--- src/mep_defines.svh ---
// constants and rule summary for the macro entry point mapper
// Operation
// - instruction bits 4-7 form address bits 0-3
// - address bits 9-8 encode selected module
// - lowest installed module above 0 holds entries
// - entries at 400, 1000 or 1400 octal
// - codes 105000 to 105360 map consecutively
// - jump ORs source bus bits 0-3 into target
// - low field select drives instruction bits 0-9
// - only source bus bits 0-3 alter address
// - low instruction bits give 16 secondary entries
// - extension group decoded from bits 15-9
// - ten bit jump address from eight target bits, bit 12 and bit 17
// - end of phase advances after next instruction
`ifndef MEP_DEFINES_SVH
`define MEP_DEFINES_SVH

// ----------------------------------------
// widths
// ----------------------------------------
`define MEP_ADDR_W 10
`define MEP_IR_W 16

// ----------------------------------------
// module select codes for address bits 9-8
// ----------------------------------------
`define MEP_SEL_MOD1 2'h1
`define MEP_SEL_MOD2 2'h2
`define MEP_SEL_MOD3 2'h3

// ----------------------------------------
// primary table bases (octal 400, 1000, 1400)
// ----------------------------------------
`define MEP_BASE_MOD1 10'h100
`define MEP_BASE_MOD2 10'h200
`define MEP_BASE_MOD3 10'h300
`define MEP_RESET_ADDR 10'h000

`endif

--- src/mep_pkg.sv ---
// types for the macro entry point mapper
`default_nettype none
package mep_pkg;
	// module chosen to hold the primary entry points
	typedef enum logic [1:0] {
		MEP_MOD_NONE,
		MEP_MOD_ONE,
		MEP_MOD_TWO,
		MEP_MOD_THREE
	} mep_module_t;

	// source of the next control store address
	typedef enum logic [1:0] {
		MEP_SRC_STEP,
		MEP_SRC_MAP,
		MEP_SRC_JUMP
	} mep_src_t;
endpackage
`default_nettype wire

--- src/mep_mapper.sv ---
// extension group entry point mapper and jump merge path
`timescale 1ns/10ps
`default_nettype none
`include "mep_defines.svh"

module mep_mapper (
	// clock and reset
	input wire logic REF_CLK,
	input wire logic RST_N,
	// instruction register and sequencer controls
	input wire logic [15:0] IR,
	input wire logic MAP_REQ,
	input wire logic JUMP_EXEC,
	input wire logic [7:0] JUMP_TARGET_BITS,
	input wire logic JUMP_BIT12,
	input wire logic JUMP_BIT17,
	input wire logic END_OF_PHASE,
	// source bus
	input wire logic ADR_SELECT,
	input wire logic [15:0] SBUS_IN,
	output logic [15:0] SBUS,
	// installed modules 1..3, static straps
	input wire logic [2:0] MOD_PRESENT,
	// results
	output logic [9:0] CS_ADDR,
	output logic MAP_HIT,
	output logic PHASE_ADVANCE
);

	// ----------------------------------------
	// functions
	// ----------------------------------------
	function automatic logic is_ext(input logic [15:0] ir);
		is_ext = ir[15] & ~ir[14] & ~ir[13] & ~ir[12] & ~ir[10]
			& ir[11] & ir[9];
	endfunction

	function automatic mep_pkg::mep_module_t pick_mod(
			input logic [2:0] pres);
		if (pres[0]) begin
			pick_mod = mep_pkg::MEP_MOD_ONE;
		end else if (pres[1]) begin
			pick_mod = mep_pkg::MEP_MOD_TWO;
		end else if (pres[2]) begin
			pick_mod = mep_pkg::MEP_MOD_THREE;
		end else begin
			pick_mod = mep_pkg::MEP_MOD_NONE;
		end
	endfunction

	function automatic logic [9:0] entry_addr(input logic [15:0] ir,
			input mep_pkg::mep_module_t m);
		logic [1:0] sel;
		sel = `MEP_SEL_MOD1;
		unique case (m)
			mep_pkg::MEP_MOD_ONE: sel = `MEP_SEL_MOD1;
			mep_pkg::MEP_MOD_TWO: sel = `MEP_SEL_MOD2;
			mep_pkg::MEP_MOD_THREE: sel = `MEP_SEL_MOD3;
			mep_pkg::MEP_MOD_NONE: sel = 2'h0;
		endcase
		entry_addr = {sel, 4'h0, ir[7:4]};
	endfunction

	// ----------------------------------------
	// module presence synchroniser
	// ----------------------------------------
	logic [2:0] pres_meta;
	logic [2:0] pres;
	logic [2:0] next_pres_meta;
	logic [2:0] next_pres;

	always_comb begin
		next_pres_meta = MOD_PRESENT;
		next_pres = pres_meta;
	end

	always_ff @(posedge REF_CLK or negedge RST_N) begin
		if (!RST_N) begin
			pres_meta <= 3'h0;
			pres <= 3'h0;
		end else begin
			pres_meta <= next_pres_meta;
			pres <= next_pres;
		end
	end

	// ----------------------------------------
	// source bus and merge path
	// ----------------------------------------
	mep_pkg::mep_module_t sel_mod;
	logic [9:0] jump_addr;
	logic [3:0] merge_bits;

	always_comb begin
		sel_mod = pick_mod(pres);
		SBUS = ADR_SELECT ? {6'h00, IR[9:0]} : SBUS_IN;
		merge_bits = JUMP_EXEC ? SBUS[3:0] : 4'h0;
		jump_addr = {JUMP_BIT12, JUMP_BIT17, JUMP_TARGET_BITS}
			| {6'h00, merge_bits};
	end

	// ----------------------------------------
	// control store address register
	// ----------------------------------------
	mep_pkg::mep_src_t src;
	logic [9:0] next_cs_addr;
	logic next_map_hit;

	always_comb begin
		next_map_hit = MAP_REQ & ~JUMP_EXEC & is_ext(IR)
			& (sel_mod != mep_pkg::MEP_MOD_NONE);
		if (JUMP_EXEC) begin
			src = mep_pkg::MEP_SRC_JUMP;
		end else if (next_map_hit) begin
			src = mep_pkg::MEP_SRC_MAP;
		end else begin
			src = mep_pkg::MEP_SRC_STEP;
		end
		next_cs_addr = CS_ADDR + 10'h001;
		unique case (src)
			mep_pkg::MEP_SRC_JUMP: next_cs_addr = jump_addr;
			mep_pkg::MEP_SRC_MAP:
				next_cs_addr = entry_addr(IR, sel_mod);
			mep_pkg::MEP_SRC_STEP: next_cs_addr = CS_ADDR + 10'h001;
			default: next_cs_addr = CS_ADDR;
		endcase
	end

	always_ff @(posedge REF_CLK or negedge RST_N) begin
		if (!RST_N) begin
			CS_ADDR <= `MEP_RESET_ADDR;
			MAP_HIT <= 1'b0;
		end else begin
			CS_ADDR <= next_cs_addr;
			MAP_HIT <= next_map_hit;
		end
	end

	// ----------------------------------------
	// end of phase
	// ----------------------------------------
	logic eop_pending;
	logic next_eop_pending;
	logic next_phase_advance;

	always_comb begin
		next_eop_pending = END_OF_PHASE;
		next_phase_advance = eop_pending;
	end

	always_ff @(posedge REF_CLK or negedge RST_N) begin
		if (!RST_N) begin
			eop_pending <= 1'b0;
			PHASE_ADVANCE <= 1'b0;
		end else begin
			eop_pending <= next_eop_pending;
			PHASE_ADVANCE <= next_phase_advance;
		end
	end
endmodule

`default_nettype wire

--- config.mk ---
export PLATFORM = sky130hd
export DESIGN_NAME = mep_mapper
export DESIGN_NICKNAME = d
export VERILOG_FILES = /design/src/mep_pkg.sv /design/src/mep_mapper.sv
export VERILOG_INCLUDE_DIRS = /design/src
export SDC_FILE = /design/constraint.sdc
export NUM_CORES = 1
export LEC_CHECK = 0
export ABC_CLOCK_PERIOD_IN_PS = 2100
export CORE_UTILIZATION = 50
export CTS_BUF_LIST = sky130_fd_sc_hd__clkbuf_8
export DETAILED_ROUTE_END_ITERATION = 10
export DONT_BUFFER_PORTS = 1
export PLACE_DENSITY = 0.62
export SYNTH_ARGS = -nofsm -noshare
export SYNTH_HDL_FRONTEND = slang
export SYNTH_SLANG_ARGS = --single-unit
--- constraint.sdc ---
create_clock -name REF_CLK -period 2.1 [get_ports REF_CLK]
set_clock_uncertainty 0.2 [all_clocks]
set_input_delay 0.21 -clock REF_CLK [delete_from_list [all_inputs] [get_ports REF_CLK]]
set_output_delay 0.21 -clock REF_CLK [all_outputs]
set_load 0.02 [all_outputs]
==> flow_summary.json <==
{
  "clk_latency_ns": 0.26,
  "clk_pin_slew_ns": 0.07,
  "initial_core_util_pct": 53.7,
  "critPathCaptureType": "flip-flop",
  "cts-root-buf": "clkbuf_8",
  "final_max_slew_viol_count": 0,
  "grt_max_degree": 20,
  "cts_sinks": 19,
  "rows": 16,
  "routedWlPerCell_um": 16.3,
  "syn_inst": 101,
  "final_cell_mix": "dfrtp_1 (19), dlygate4sd3_1 (18), mux2_2 (10), nand2_1 (8), o21ai_0 (7)",
  "cts_tree": "built",
  "critPathMaxFanout": 6,
  "min_path_type": "primary input to flip-flop",
  "pin_count": 79,
  "grtUsageMet2_pct": 37.0,
  "yosys.area.top_type": "dfrtp_1",
  "io_buffers": 0,
  "yosys_warnings": 0,
  "synth_edf_count": 0,
  "synthArstFlopShare_pct": 100,
  "rsz0062_at_grt": "no",
  "fin_crit_sh_pct": 79.5,
  "synth_area_um2": 1050,
  "core_um2": 1960,
  "setup_viol": 0,
  "dr.pass1.iters": 4,
  "grt_pass1_vias": 819,
  "required_ns": 2.05,
  "criticalPathCategory": "flip-flop to flip-flop",
  "seqCellArea_um2": 475,
  "fin_nets": 175,
  "drive_gt1_share_pct": 18.0,
  "dp_cells": 127,
  "cts_buffer_depth": 2,
  "worstSetupStartpointType": "flip-flop",
  "routabilityCongestion": 0.818,
  "n_antenna_cell": 0,
  "max_freq_mhz": 599,
  "ys.flop_type": "dfrtp_1",
  "fillers": 175,
  "mostFrequentLayoutCell": "dfrtp_1",
  "grt_use_met1_pct": 27.3,
  "multi_input_area_um2": 559,
  "dieWidth_um": 47.9,
  "leakagePower_nw": 0.517,
  "htreeDepth": 1,
  "p_total_w": 0.000923,
  "grt_use_total_pct": 22.5,
  "dieArea_um2": 2290,
  "seq_area_frac_synth_pct": 45.1,
  "setup-tns-final_ns": 0,
  "timing.hold.ws_ns": 0.0128,
  "die_h_um": 47.9,
  "vias": 893,
  "layout.cells.non_filler": 149,
  "antenna_found_initial": 0,
  "peakVddDrop_v": 0.000722,
  "syn_area_per_cell_um2": 10.4,
  "drt_iter0_markers": 17,
  "top_usage_layer": "met2",
  "viasPerCell": 5.99,
  "drt_wl_total_um": 2430,
  "grtUsageMet3_pct": 8.68,
  "yosys_register_bits": 19,
  "critPathArrivalTime_ns": 1.62,
  "drv_cap": 0,
  "netlist.area_leader.share_pct": 45.1,
  "grt_pass1_wl_um": 3490,
  "tightest_slew_ns": 0.835,
  "area_growth_pct": 25.1,
  "grt.overflow.total": 0,
  "cts_buffers": 3,
  "powerDensity_nw_per_um2": 700,
  "syn_nets": 153,
  "synthDistinctLibCells": 29,
  "drtAntennaViolNets": 0,
  "maxSlewHeadroom_pct": 44.2,
  "hold_violations": 0,
  "drcViolationCount": 0,
  "synth.top_cells.by_area": "dfrtp_1 (45%), mux2_2 (11%), nor2b_1 (3.6%)",
  "period_minus_slack_ns": 1.67,
  "place_hpwl_um": 1700,
  "status": "complete, no violations"
}
per-stage QoR:
| stage | setup WS (ns) | instance area (µm²) | util (%) |
|---|---|---|---|
| CTS | 0.432 | 1320 | 67.2 |
| global route | 0.336 | 1320 | 67.2 |
| detailed placement | 0.448 | 1090 | 55.6 |
| finish | 0.430 | 1320 | 67.2 |
| floorplan | 0.498 | 1050 | - |
| global placement | 0.476 | 1090 | 55.6 |
cell usage after synthesis, drive strengths merged (2+ instances only):
cell type and number:
xnor2 4, nor3 6, a31oi 2, nor2 4, o31ai 3, nand4 3, clkbuf 2, mux2 10
dfrtp 19, xor2 4, a21oi 3, inv 2, o21ai 8, nand3 5, nor2b 6, nand2 8
report_power, final:
group / switching [W] / leakage (nW) / internal (W) / total [W]
clock: 0.000123 / 0.0255 / 0.000132 / 0.000255
sequential: 0.0000681 / 0.224 / 0.000399 / 0.000467
combinational: 0.000108 / 0.267 / 0.0000927 / 0.000201
sequential cells by signal, indices dropped and copies added, names as in the netlist:
signal         count
CS_ADDR           10
MAP_HIT            1
PHASE_ADVANCE      1
eop_pending        1
next_pres          3
pres               3
cells by family after synthesis:
family / after synthesis / share of synthesized area (%)
adder cells (fa/ha/maj): 1 / 1.19
AO/OA/AOI/OAI: 21 / 14.7
multiplexers: 10 / 10.7
buffers and inverters: 5 / 1.78
flip-flops: 19 / 45.1
XOR/XNOR: 8 / 6.65
AND/OR/NAND/NOR: 37 / 19.8
critical path, cell delays in order, from the launching register on:
cell,delay [ns]
dfrtp_1,0.54
ha_1,0.30
nand4_1,0.13
xnor2_1,0.15
o221a_2,0.24
worst paths after layout:
| check | endpoint | slack, ns | cells after the start | from |
|---|---|---|---|---|
| max | CS_ADDR[8] | 0.43 | 4 | CS_ADDR[0] |
| min | MAP_HIT | 0.01 | 2 | IR[15] |
| max reg2reg | CS_ADDR[8] | 0.43 | 4 | CS_ADDR[0] |
| min reg2reg | pres[2] | 0.15 | 0 | next_pres[2] |
| max in group asynchronous | pres[0] | 0.89 | 1 | RST_N |
| min in group asynchronous | CS_ADDR[7] | 0.29 | 1 | RST_N |
per-layer routing:
layer	up-vias	routed length (µm)
met5	-	0
met3	5	224
met1	421	946
met4	0	27
met2	56	1230
li1	411	-
final cells by class:
cell class,instances,area share [%]
multi-input combinational,77,42.5
sequential,19,36.1
timing repair buffer,20,14.8
clock buffer,3,3.13
tap,27,2.56
inverter,2,0.570
clock inverter,1,0.380
what timing repair did:
action | CTS | global route
resized for setup | 0 | 0
setup buffers | 0 | 0
hold buffers | 18 | 0
hold endpoints to repair | 33 | 0
(Power assumes the default switching activity.)
